`src/adc_port_pkg.sv`:
```
// Constants, offsets and types shared by the serial result port.
// Assumes a 125 MHz core clock and a 32-bit AHB-Lite register bus.
package adc_port_pkg;

  // ==========================================================
  // Data path
  localparam int RESULT_W = 16;
  localparam logic [4:0] FRAME_BITS = 5'h10;
  localparam logic [4:0] LAST_BIT = 5'h0f;
  localparam logic [1:0] PH_RISE = 2'h1;
  localparam logic [1:0] PH_LAST = 2'h3;
  localparam logic [4:0] ERR_PULSE_CYCLES = 5'h10;

  // ==========================================================
  // Pin synchroniser lanes
  localparam int SYNC_W = 7;
  localparam int LN_SER = 0;
  localparam int LN_EXT = 1;
  localparam int LN_INV = 2;
  localparam int LN_FPOL = 3;
  localparam int LN_BIN = 4;
  localparam int LN_RDC = 5;
  localparam int LN_SCLK = 6;

  // ==========================================================
  // Register map, byte addresses
  localparam int ADDR_W = 8;
  localparam logic [7:0] OFS_CTRL = 8'h00;
  localparam logic [7:0] OFS_STATUS = 8'h04;
  localparam logic [7:0] OFS_MASK = 8'h08;
  localparam logic [7:0] OFS_STATE = 8'h0c;
  localparam logic [7:0] OFS_RESULT = 8'h10;

  // Status and mask layout
  localparam int EV_W = 3;
  localparam int EV_LOADED = 0;
  localparam int EV_FRAME_DONE = 1;
  localparam int EV_RD_ERROR = 2;

  // Reset values
  localparam logic [7:0] DIV_RST = 8'h03;
  localparam logic [EV_W-1:0] MASK_RST = 3'h0;

  // ==========================================================
  // Link states
  typedef enum logic [1:0] {
    ST_IDLE,
    ST_LOADED,
    ST_SHIFT
  } link_state_t;

endpackage : adc_port_pkg

```
`src/adc_serial_result_port.sv`:
```
// Serial and parallel result port of a 16-bit sampling converter.
// Assumes conv_start_in and conv_done_in are one-cycle core-clock pulses.
//
// How it works
// With serial_parallel_select low, pins 6 to 11 carry result bits 6 to 11.
// In serial mode clock_invert_select inverts the shift clock, master or slave.
// With external clock, the chain input reaches the output 16 clocks into a read.
// Internal clock and read_mode high: the old result shifts during conversion.
// Internal clock and read_mode low: the result shifts once conversion is done.
// Results sit in a shift register and leave most significant bit first.
// output_coding_select high gives plain binary, low inverts the top bit.
// Internal clock: each output bit is stable over both shift clock edges.
// External clock, no inversion: output changes on rising edges.
// External clock, inverted: output changes on falling edges.
// clock_source_select decides whether the shift clock pin drives or listens.
// Low selects the internal clock; high makes output follow the host clock.
// Internal clock, frame_polarity_select low: frame_marker high over valid data.
// Internal clock, frame_polarity_select high: frame_marker low over valid data.
// Serial with external clock: pin 11 is the incomplete_read_flag.
// A slave read unfinished at the next result is dropped and the flag pulses.
// A chain host gives 16 clocks per chained converter within one read.
`timescale 1ns/1ps
module adc_serial_result_port (
  // Clock and reset
  input wire logic core_clk_in,
  input wire logic rst_in,
  // AHB-Lite slave
  input wire logic hsel_in,
  input wire logic [31:0] haddr_in,
  input wire logic [1:0] htrans_in,
  input wire logic hwrite_in,
  input wire logic [2:0] hsize_in,
  input wire logic [31:0] hwdata_in,
  input wire logic hready_in,
  output logic hreadyout_out,
  output logic hresp_out,
  output logic [31:0] hrdata_out,
  // Interrupt
  output logic irq_out,
  // Converter core
  input wire logic conv_start_in,
  input wire logic conv_done_in,
  input wire logic [15:0] conv_result_in,
  // Mode select pins
  input wire logic serial_parallel_select_in,
  input wire logic clock_source_select_in,
  input wire logic frame_polarity_select_in,
  input wire logic output_coding_select_in,
  // Multiplexed pins
  input wire logic clock_invert_select_in,
  output logic pin6_out,
  output logic pin6_oe_out,
  input wire logic read_mode_or_chain_input_in,
  output logic pin7_out,
  output logic pin7_oe_out,
  output logic serial_result_out,
  input wire logic shift_clock_in,
  output logic shift_clock_out,
  output logic shift_clock_oe_out,
  output logic frame_marker_out,
  output logic incomplete_read_flag_out
);

  typedef struct packed {
    adc_port_pkg::link_state_t state;
    logic [15:0] result;
    logic [15:0] shreg;
    logic [4:0] bit_cnt;
    logic [1:0] phase;
    logic [7:0] div_cnt;
    logic launch_prev;
    logic sclk;
    logic frame;
    logic [4:0] err_cnt;
    logic [7:0] div;
    logic [adc_port_pkg::EV_W-1:0] status;
    logic [adc_port_pkg::EV_W-1:0] mask;
    logic irq;
    logic wr_pend;
    logic [7:0] wr_addr;
    logic [31:0] rdata;
  } port_state_t;

  port_state_t r;
  port_state_t n;

  logic [adc_port_pkg::SYNC_W-1:0] pins_async;
  logic [adc_port_pkg::SYNC_W-1:0] pins_sync;
  logic ser_mode;
  logic ext_clk;
  logic inv_clk;
  logic frame_pol;
  logic bin_code;
  logic rd_chain;
  logic sclk_lvl;

  // ==========================================================
  // Pin synchronisers
  assign pins_async = {shift_clock_in, read_mode_or_chain_input_in, output_coding_select_in,
                       frame_polarity_select_in, clock_invert_select_in,
                       clock_source_select_in, serial_parallel_select_in};

  pin_sync #(
    .WIDTH(adc_port_pkg::SYNC_W)
  ) u_pin_sync (
    .clk_in(core_clk_in),
    .rst_in(rst_in),
    .async_in(pins_async),
    .sync_out(pins_sync)
  );

  assign ser_mode = pins_sync[adc_port_pkg::LN_SER];
  assign ext_clk = pins_sync[adc_port_pkg::LN_EXT];
  assign inv_clk = pins_sync[adc_port_pkg::LN_INV];
  assign frame_pol = pins_sync[adc_port_pkg::LN_FPOL];
  assign bin_code = pins_sync[adc_port_pkg::LN_BIN];
  assign rd_chain = pins_sync[adc_port_pkg::LN_RDC];
  assign sclk_lvl = pins_sync[adc_port_pkg::LN_SCLK];

  // ==========================================================
  // Helpers
  function automatic logic [15:0] code_result(input logic [15:0] raw, input logic bin);
    code_result = {raw[15] ^ ~bin, raw[14:0]};
  endfunction : code_result

  function automatic logic [31:0] read_word(input logic [7:0] addr, input port_state_t s);
    read_word = 32'h0000_0000;
    unique case (addr)
      adc_port_pkg::OFS_CTRL: read_word = {24'h00_0000, s.div};
      adc_port_pkg::OFS_STATUS: read_word = {29'h0000_0000, s.status};
      adc_port_pkg::OFS_MASK: read_word = {29'h0000_0000, s.mask};
      adc_port_pkg::OFS_STATE: read_word = {16'h0000, 4'h0, s.err_cnt != 5'h00,
                                            s.bit_cnt, s.phase, s.frame, s.sclk, s.state};
      adc_port_pkg::OFS_RESULT: read_word = {16'h0000, s.result};
      default: read_word = 32'h0000_0000;
    endcase
  endfunction : read_word

  // ==========================================================
  // Next state
  always_comb begin
    logic tick;
    logic launch_lvl;
    logic launch_edge;
    logic start;
    logic [adc_port_pkg::EV_W-1:0] ev;
    logic [adc_port_pkg::EV_W-1:0] clr;
    tick = 1'b0;
    launch_lvl = 1'b0;
    launch_edge = 1'b0;
    start = 1'b0;
    ev = '0;
    clr = '0;
    n = r;

    // Result capture, always in stored coding
    if (conv_done_in) begin
      n.result = code_result(conv_result_in, bin_code);
      ev[adc_port_pkg::EV_LOADED] = 1'b1;
    end

    // Host clock edges, inversion picks the launch edge
    launch_lvl = sclk_lvl ^ inv_clk;
    launch_edge = launch_lvl & ~r.launch_prev;
    n.launch_prev = launch_lvl;

    // Internal clock divider
    // Compare with >= so a lowered divisor never waits out a full wrap
    if (r.div_cnt >= r.div) begin
      tick = 1'b1;
      n.div_cnt = 8'h00;
    end else begin
      n.div_cnt = r.div_cnt + 8'h01;
    end

    if (r.err_cnt != 5'h00) begin
      n.err_cnt = r.err_cnt - 5'h01;
    end

    if (!ser_mode) begin
      n.state = adc_port_pkg::ST_IDLE;
      n.frame = 1'b0;
      n.phase = 2'h0;
      n.bit_cnt = 5'h00;
    end else if (ext_clk) begin
      // Slave: output follows the host clock
      if (launch_edge) begin
        n.shreg = {r.shreg[14:0], rd_chain};
        if (r.bit_cnt != adc_port_pkg::FRAME_BITS) begin
          n.bit_cnt = r.bit_cnt + 5'h01;
        end
        if (r.bit_cnt == adc_port_pkg::LAST_BIT) begin
          n.state = adc_port_pkg::ST_IDLE;
          ev[adc_port_pkg::EV_FRAME_DONE] = 1'b1;
        end else if (r.state == adc_port_pkg::ST_LOADED) begin
          n.state = adc_port_pkg::ST_SHIFT;
        end
      end
      if (conv_done_in) begin
        if (r.state == adc_port_pkg::ST_SHIFT) begin
          n.err_cnt = adc_port_pkg::ERR_PULSE_CYCLES;
          ev[adc_port_pkg::EV_RD_ERROR] = 1'b1;
        end
        n.shreg = code_result(conv_result_in, bin_code);
        n.bit_cnt = 5'h00;
        n.state = adc_port_pkg::ST_LOADED;
      end
      n.frame = 1'b0;
      n.phase = 2'h0;
    end else begin
      // Master: four phases per bit, data moves only while the clock rests at its idle level (low, high when inverted)
      unique case (r.state)
        adc_port_pkg::ST_IDLE, adc_port_pkg::ST_LOADED: begin
          start = rd_chain ? conv_start_in : conv_done_in;
          if (start) begin
            n.shreg = rd_chain ? r.result : code_result(conv_result_in, bin_code);
            n.state = adc_port_pkg::ST_SHIFT;
            n.frame = 1'b1;
            n.phase = 2'h0;
            n.bit_cnt = 5'h00;
          end else begin
            n.state = adc_port_pkg::ST_IDLE;
          end
        end
        adc_port_pkg::ST_SHIFT: begin
          if (tick) begin
            n.phase = r.phase + 2'h1;
            if (r.phase == adc_port_pkg::PH_LAST) begin
              n.bit_cnt = r.bit_cnt + 5'h01;
              if (r.bit_cnt == adc_port_pkg::LAST_BIT) begin
                n.state = adc_port_pkg::ST_IDLE;
                n.frame = 1'b0;
                ev[adc_port_pkg::EV_FRAME_DONE] = 1'b1;
              end else begin
                n.shreg = {r.shreg[14:0], 1'b0};
              end
            end
          end
        end
      endcase
    end

    // Clock pin level: high only in the rise phase, then inverted on request
    n.sclk = ((r.state == adc_port_pkg::ST_SHIFT) && !ext_clk && ser_mode &&
              (n.phase == adc_port_pkg::PH_RISE)) ^ inv_clk;

    // Bus data phase write; a read just after a write sees the old value
    if (r.wr_pend) begin
      unique case (r.wr_addr)
        adc_port_pkg::OFS_CTRL: n.div = hwdata_in[7:0];
        adc_port_pkg::OFS_STATUS: clr = hwdata_in[adc_port_pkg::EV_W-1:0];
        adc_port_pkg::OFS_MASK: n.mask = hwdata_in[adc_port_pkg::EV_W-1:0];
        default: n.div = r.div;
      endcase
    end

    // New events win over a clear in the same cycle
    n.status = (r.status & ~clr) | ev;
    n.irq = |(n.status & n.mask);

    // Bus address phase, zero wait states
    n.wr_pend = 1'b0;
    if (hsel_in && htrans_in[1] && hready_in) begin
      n.wr_pend = hwrite_in;
      n.wr_addr = haddr_in[adc_port_pkg::ADDR_W-1:0];
      n.rdata = hwrite_in ? 32'h0000_0000 : read_word(haddr_in[adc_port_pkg::ADDR_W-1:0], r);
    end
  end

  always_ff @(posedge core_clk_in or posedge rst_in) begin
    if (rst_in) begin
      r <= '0;
      r.div <= adc_port_pkg::DIV_RST;
      r.mask <= adc_port_pkg::MASK_RST;
      r.state <= adc_port_pkg::ST_IDLE;
    end else begin
      r <= n;
    end
  end

  // ==========================================================
  // Outputs
  assign hreadyout_out = 1'b1;
  assign hresp_out = 1'b0;
  assign hrdata_out = r.rdata;
  assign irq_out = r.irq;

  // Parallel bits when not serial
  assign pin6_out = r.result[6];
  assign pin6_oe_out = ~ser_mode;
  assign pin7_out = r.result[7];
  assign pin7_oe_out = ~ser_mode;
  assign serial_result_out = ser_mode ? r.shreg[15] : r.result[8];
  assign shift_clock_out = ser_mode ? r.sclk : r.result[9];
  assign shift_clock_oe_out = ~ser_mode | ~ext_clk;
  assign frame_marker_out = ser_mode ? (r.frame ^ frame_pol) : r.result[10];
  assign incomplete_read_flag_out = ser_mode ? (ext_clk & (r.err_cnt != 5'h00))
                                             : r.result[11];

endmodule : adc_serial_result_port

```
`src/pin_sync.sv`:
```
// Two-flop synchroniser bank for pins from outside the core clock.
// Assumes each lane is an independent level; no bus coherency.
`timescale 1ns/1ps
module pin_sync #(
  parameter int WIDTH = 1
) (
  // Clock and reset
  input wire logic clk_in,
  input wire logic rst_in,
  // Lanes
  input wire logic [WIDTH-1:0] async_in,
  output logic [WIDTH-1:0] sync_out
);

  typedef struct packed {
    logic [WIDTH-1:0] stage1;
    logic [WIDTH-1:0] stage2;
  } sync_state_t;

  sync_state_t r;
  sync_state_t n;

  // ==========================================================
  // First stage feeds only the second
  always_comb begin
    n = r;
    n.stage1 = async_in;
    n.stage2 = r.stage1;
  end

  always_ff @(posedge clk_in or posedge rst_in) begin
    if (rst_in) begin
      r <= '0;
    end else begin
      r <= n;
    end
  end

  assign sync_out = r.stage2;

endmodule : pin_sync

```
`config.mk`:
```
export PLATFORM = sky130hd
export DESIGN_NAME = adc_serial_result_port
export DESIGN_NICKNAME = d
export VERILOG_FILES = /design/src/adc_port_pkg.sv /design/src/adc_serial_result_port.sv /design/src/pin_sync.sv
export SDC_FILE = /design/constraint.sdc
export NUM_CORES = 1
export LEC_CHECK = 0
export BUFFER_PORTS_ARGS = -buffer_cell sky130_fd_sc_hd__buf_2
export CAP_MARGIN = 20
export CORE_MARGIN = 2
export CORE_UTILIZATION = 35
export DETAILED_ROUTE_END_ITERATION = 8
export GPL_ROUTABILITY_DRIVEN = 1
export PLACE_DENSITY = 0.54
export SLEW_MARGIN = 20
export SYNTH_ARGS = -nofsm -noshare
export SYNTH_HDL_FRONTEND = slang
export SYNTH_SLANG_ARGS = --single-unit
```
`constraint.sdc`:
```
create_clock -name core_clk_in -period 5.26 [get_ports core_clk_in]
set_clock_uncertainty 0.05 [all_clocks]
set_input_delay 0.263 -clock core_clk_in [delete_from_list [all_inputs] [get_ports core_clk_in]]
set_output_delay 0.263 -clock core_clk_in [all_outputs]
set_load 0.02 [all_outputs]
```
# Word-level counts from Yosys, hierarchy flattened
# Index checks and enable logic that the tools add are counted.
# totals
inputBits	99
regBits	127
elab_cells	139
output_inout_bits	44
# classes
n_mux	59
n_reduce_logical	17
order_cmp	1
n_bitwise	15
eq_ne	24
addsub	4
# op_table
operator	n
$pmux 16 s5	1
$mux 23	3
$mux 21	3
$pmux 23 s2	1
$mux 41	1
$mux 16	2
$mux 32	1
$mux 5	6
$eq 8x4->1 const B	3
$mux 1	22
$mux 2	11
$eq 8x3->1 const B	2
$logic_not 8->1	2
$ne 4x3->1 const B	4
$mux 3	4
$ne 5x5->1 const B	2
$reduce_and 5->1	2
$ne 3x2->1 const B	3
$add 8x1->8 const B	1
$eq 8x5->1 const B	1
$ge 8x8->1	1
$mux 8	1
$ne 4x4->1 const B	2
$mux 7	1
26 further kinds	40

# Longest topological paths before layout
# depth
depth_word	10
ltp_mapped	8
mapped_depth_nobuf	7

# Hierarchy
# From an unflattened synthesis, not the netlist that was laid out.
# unflattened
cells_unflattened	587
area_unflattened_um2	5763.0
# by_module_without_submodules
mod	cells_each	n_inst	area_each_um2
adc_serial_result_port	572	1	5408.9
pin_sync	15	1	354.1

# Worst setup path after synthesis
# OpenSTA, ideal clock, no wires.
# synth_path
path_type	reg-to-reg
startpoint	register r[48] (netlist bit)
endpoint	register r[79] (netlist bit)
setup_ns	0.079
required_ns	5.131
path_slack_ns	2.795
arrival_time_ns	2.336
synth_period_minus_slack_ns	2.465
stages_incl_launch_ff	8
path_cell_list	dfstp_2 ha_1 nand2b_1 a2111o_1 a21o_1 a21oi_2 buf_2 mux2i_1
# synth_via
elab_chain_len	4
# synth_rtl
item	line_no	source
start: declaration	adc_serial_result_port.sv:84	port_state_t r;
start signal: assignment	adc_serial_result_port.sv:277	r <= n;
$ge 8x8->1	adc_serial_result_port.sv:169	if (r.div_cnt >= r.div) begin
$mux 1	adc_serial_result_port.sv:169	
$ne 3x2->1 (no line)	-	
$reduce_and 6->1 (no line)	-	
# Every way passes these cells.
# A chain may end at the register's enable or synchronous reset.

# Final worst setup path
# layout_path
startpoint	register u_pin_sync.r (netlist bit u_pin_sync.sync_out[1])
endpoint	register r[94] (netlist bit)
# layout_via
elab_chain_len	2
# layout_rtl
item	line_no	source
start: declaration	pin_sync.sv:20	sync_state_t r;
start signal: assignment	pin_sync.sv:35	r <= n;
$ne 3x2->1 (no line), or another cell as far along	-	
$reduce_and 6->1 (no line)	-	
# Several ways; a longest one is shown, not always the timed one.

==> reports/qor.json <==
{
  "post_cts_gate_resize_count": {"value": 0},
  "setup_viol": {"value": 0},
  "insertion_delay": {"value": 0.36, "unit": "ns"},
  "initial_utilization": {"value": 35.39, "unit": "%"},
  "routed_wirelength": {"value": 13860, "unit": "microns"},
  "maxSlewHeadroom": {"value": 35.18, "unit": "%"},
  "rsz0062_at_grt": {"value": "false"},
  "first_global_vias": {"value": 4418},
  "gp_congestion": {"value": 0.8585},
  "cts_root_buf": {"value": "clkbuf_16"},
  "yosysSeqAreaShare": {"value": 47.88, "unit": "%"},
  "run_status": {"value": "completed"},
  "cap_viol_max_count": {"value": 0},
  "min_from": {"value": "hwdata_in[3]"},
  "route.vias.total": {"value": 4319},
  "area.growth.synth_to_final": {"value": 13.45, "unit": "%"},
  "timing.critical_path.to_type": {"value": "flip-flop"},
  "reg2reg_from": {"value": "u_pin_sync.sync_out[1]"},
  "yosysTopAreaCell": {"value": "dfrtp_1"},
  "die_area": {"value": 0.01764, "unit": "sq mm"},
  "number_of_different_library_cells_in_the_post_synthesis_netlist": {"value": 60},
  "total_cts_buffers": {"value": 9},
  "synth_compound_gate_area_share": {"value": 17.58, "unit": "%"},
  "crit-reg2reg-capture": {"value": "r[94]"},
  "fin_setup_tns": {"value": 0, "unit": "ns"},
  "layout.cells.most_common_list": {"value": "dfrtp_1, buf_2, inv_1, nand2_1, o21ai_0"},
  "largest_net_degree_at_the_start_of_global_routing": {"value": 76},
  "min_delay_worst_endpoint": {"value": "r[51]"},
  "worst_slew_pin_slew": {"value": 0.9722, "unit": "ns"},
  "layout.cells.non_filler": {"value": 853},
  "synth_enable_flop_cells": {"value": 0},
  "dieWidth": {"value": 132.8, "unit": "microns"},
  "antenna_found_initial": {"value": 0},
  "power_density": {"value": 343.2, "unit": "mW/mm^2"},
  "ys_ff_latch": {"value": 111},
  "worst_hold_path.num_cells": {"value": 3},
  "post-route-drc-count": {"value": 0},
  "p_total": {"value": 0.002261, "unit": "W"},
  "gr-usage-met1": {"value": 22.10, "unit": "%"},
  "globalRoute.busiestLayer": {"value": "met2"},
  "cts-htree-levels": {"value": 3},
  "grt.met2_usage": {"value": 27.17, "unit": "%"},
  "rows": {"value": 47},
  "grt_usage": {"value": 16.46, "unit": "%"},
  "synth_flop_cell": {"value": "dfrtp_1"},
  "detailed_place_hpwl": {"value": 9977, "unit": "microns"},
  "synth_area_per_cell": {"value": 10.08, "unit": "sq um"},
  "mapped_area": {"value": 0.005807, "unit": "sq mm"},
  "post_synth_mux_area_share": {"value": 9.998, "unit": "%"},
  "synthXorXnorAreaFrac": {"value": 1.961, "unit": "%"},
  "power.ir.vdd_worst": {"value": 163.7, "unit": "uV"},
  "detail_route.vias_per_cell": {"value": 5.063},
  "port-buffer-count": {"value": 72},
  "synth_top_family_by_area": {"value": "compound AO/OA/AOI/OAI gates"},
  "r2r_slack": {"value": 2.48, "unit": "ns"},
  "post-place-cells": {"value": 829},
  "final_net_count": {"value": 741},
  "finalHoldViolations": {"value": 0},
  "finalMaxSlewViolations": {"value": 0},
  "min_path_type": {"value": "in2reg"},
  "cts-root-to-sink-buffers": {"value": 2},
  "wl_per_cell": {"value": 16.25, "unit": "microns"},
  "clkSlewWorstSetupHoldPaths": {"value": 0.07, "unit": "ns"},
  "antenna_violating_nets_post_route": {"value": 0},
  "die-height": {"value": 132.8, "unit": "microns"},
  "grt_util_met3": {"value": 3.257, "unit": "%"},
  "antenna-diode-count": {"value": 0},
  "critical_path_peak_fanout": {"value": 24},
  "post_route_cells_drive_above_1_share": {"value": 21.01, "unit": "%"},
  "reg2reg_depth": {"value": 6},
  "cts.sink_count": {"value": 111},
  "critPathArrivalTime": {"value": 2.97, "unit": "ns"},
  "post_synth_main_area_contributors": {"value": "dfrtp_1, mux2_2, buf_4, o21ai_0, mux2i_1"},
  "syn-instance-count": {"value": 576},
  "crit_path_start_kind": {"value": "flip-flop"},
  "detail_route.iter0.violations": {"value": 339},
  "worst_hold_margin": {"value": 0.06226, "unit": "ns"},
  "final.fill_count": {"value": 1597},
  "design.core.area": {"value": 0.01641, "unit": "sq mm"},
  "synth-async-reset-ratio": {"value": 100.0, "unit": "%"},
  "most_common_library_cell_in_the_layout_ignoring_fill_and_taps": {"value": "dfrtp_1"},
  "yosysWarningCount": {"value": 0},
  "tritoncts": {"value": "built"},
  "first_pass_grt_wire_length": {"value": 23070, "unit": "microns"},
  "critPathKind": {"value": "reg2reg"},
  "cp.required": {"value": 5.45, "unit": "ns"},
  "post_synth_and_or_nand_nor_area_fraction": {"value": 9.933, "unit": "%"},
  "synth_top_area_share": {"value": 46.97, "unit": "%"},
  "io_count": {"value": 143},
  "grt_overflow_total": {"value": 0},
  "timing.final.crit_period": {"value": 2.775, "unit": "ns"},
  "fmax": {"value": 360.4, "unit": "MHz"},
  "timing.final.crit_share": {"value": 52.76, "unit": "%"},
  "detail_route.first_pass.iterations": {"value": 4},
  "post_synth_fa_ha_maj_area_fraction": {"value": 3.017, "unit": "%"},
  "leakagePower": {"value": 3.123, "unit": "nW"}
}
-- logic make-up (layout without fill, tap and decap cells) --
family                     after synthesis  after routing
buffers and inverters                  111            152
and+or+nand+nor                        122            122
AOI/OAI and AO/OA                      151            151
DFF                                    111            111
xor gates and xnor gates                13             13
adders and majority gates               14             14
other                                    2             18
muxes                                   52             52
-- area by class of cell --
cell class / instances / area, sq um / share of cell area (%)
sequential: 111 / 2780 / 42.20
timing repair buffer: 86 / 485.5 / 7.369
clock buffer: 11 / 242.7 / 3.685
multi-input combinational: 370 / 2535 / 38.48
clock inverter: 5 / 78.83 / 1.197
inverter: 50 / 190.2 / 2.887
tap: 220 / 275.3 / 4.179
-- cell usage after synthesis, types with 4 or more instances --
| cell | instances |
|---|---|
| o21ai_0 | 45 |
| nand3_1 | 8 |
| nor2b_1 | 5 |
| nor2_1 | 24 |
| a22oi_1 | 21 |
| mux2_2 | 29 |
| mux2i_1 | 19 |
| o31ai_1 | 5 |
| inv_1 | 50 |
| xnor2_1 | 9 |
| ha_1 | 14 |
| and3_1 | 4 |
| dfrtp_1 | 109 |
| nand2_1 | 49 |
| a21oi_1 | 8 |
| o21ai_1 | 16 |
| a21o_1 | 4 |
| nor3_1 | 12 |
| o31a_1 | 14 |
| buf_4 | 35 |
| xor2_1 | 4 |
| a222oi_1 | 7 |
| clkbuf_1 | 23 |
| a22o_1 | 4 |
-- worst max-delay path: stages, from the launching register on --
cell,delay (ns)
dfrtp_1,0.96
or3b_1,0.69
nand2_1,0.11
nor3_1,0.20
a21oi_2,0.05
buf_4,0.24
mux2_1,0.34
-- sequential cells by signal (all words and copies together), names as in the netlist --
signal / count
hrdata_out: 16
irq_out: 1
pin7_out: 1
u_pin_sync.sync_out: 7
pin6_out: 1
u_pin_sync.n: 7
r: 78
-- where the power goes --
part | internal [W] | leakage [nW] | switching [W]
combinational | 0.000199 | 1.60 | 0.000250
sequential | 0.000976 | 1.37 | 0.0000919
clock | 0.000431 | 0.160 | 0.000313
total | 0.00161 | 3.12 | 0.000655
-- metal layers --
layer | vias up | share of wire [%]
li1 | 2090 | -
met2 | 103 | 48
met5 | - | 0
met4 | 0 | 1.5
met3 | 13 | 3.9
met1 | 2113 | 46
-- how the worst max path moves through the flow --
| stage | start | end | slack [ns] |
|---|---|---|---|
| final | u_pin_sync.sync_out[1] | r[94] | 2.48 |
| after global routing | u_pin_sync.sync_out[1] | r[94] | 2.35 |
| after CTS | u_pin_sync.sync_out[1] | r[94] | 2.52 |
| after detailed placement | u_pin_sync.sync_out[1] | r[94] | 2.51 |
| after global placement | r[48] | r[94] | 2.54 |
| after floorplan | rst_in | hrdata_out[0] | 2.02 |
-- what timing repair did --
| action | CTS | global route |
|---|---|---|
| endpoints found under the hold margin | 43 | 0 |
| buffers inserted | 0 | 0 |
| hold buffers | 8 | 0 |
-- through the flow --
stage               cell area [sq um]  utilization (%)  setup WS (ns)
CTS                              6588            40.15          2.516
detailed placement               6186            37.70          2.509
floorplan                        5867                -          2.020
finish                           6588            40.15          2.485
global placement                 6186            37.70          2.537
global route                     6588            40.15          2.347
Power figures use the tool's default switching activity.
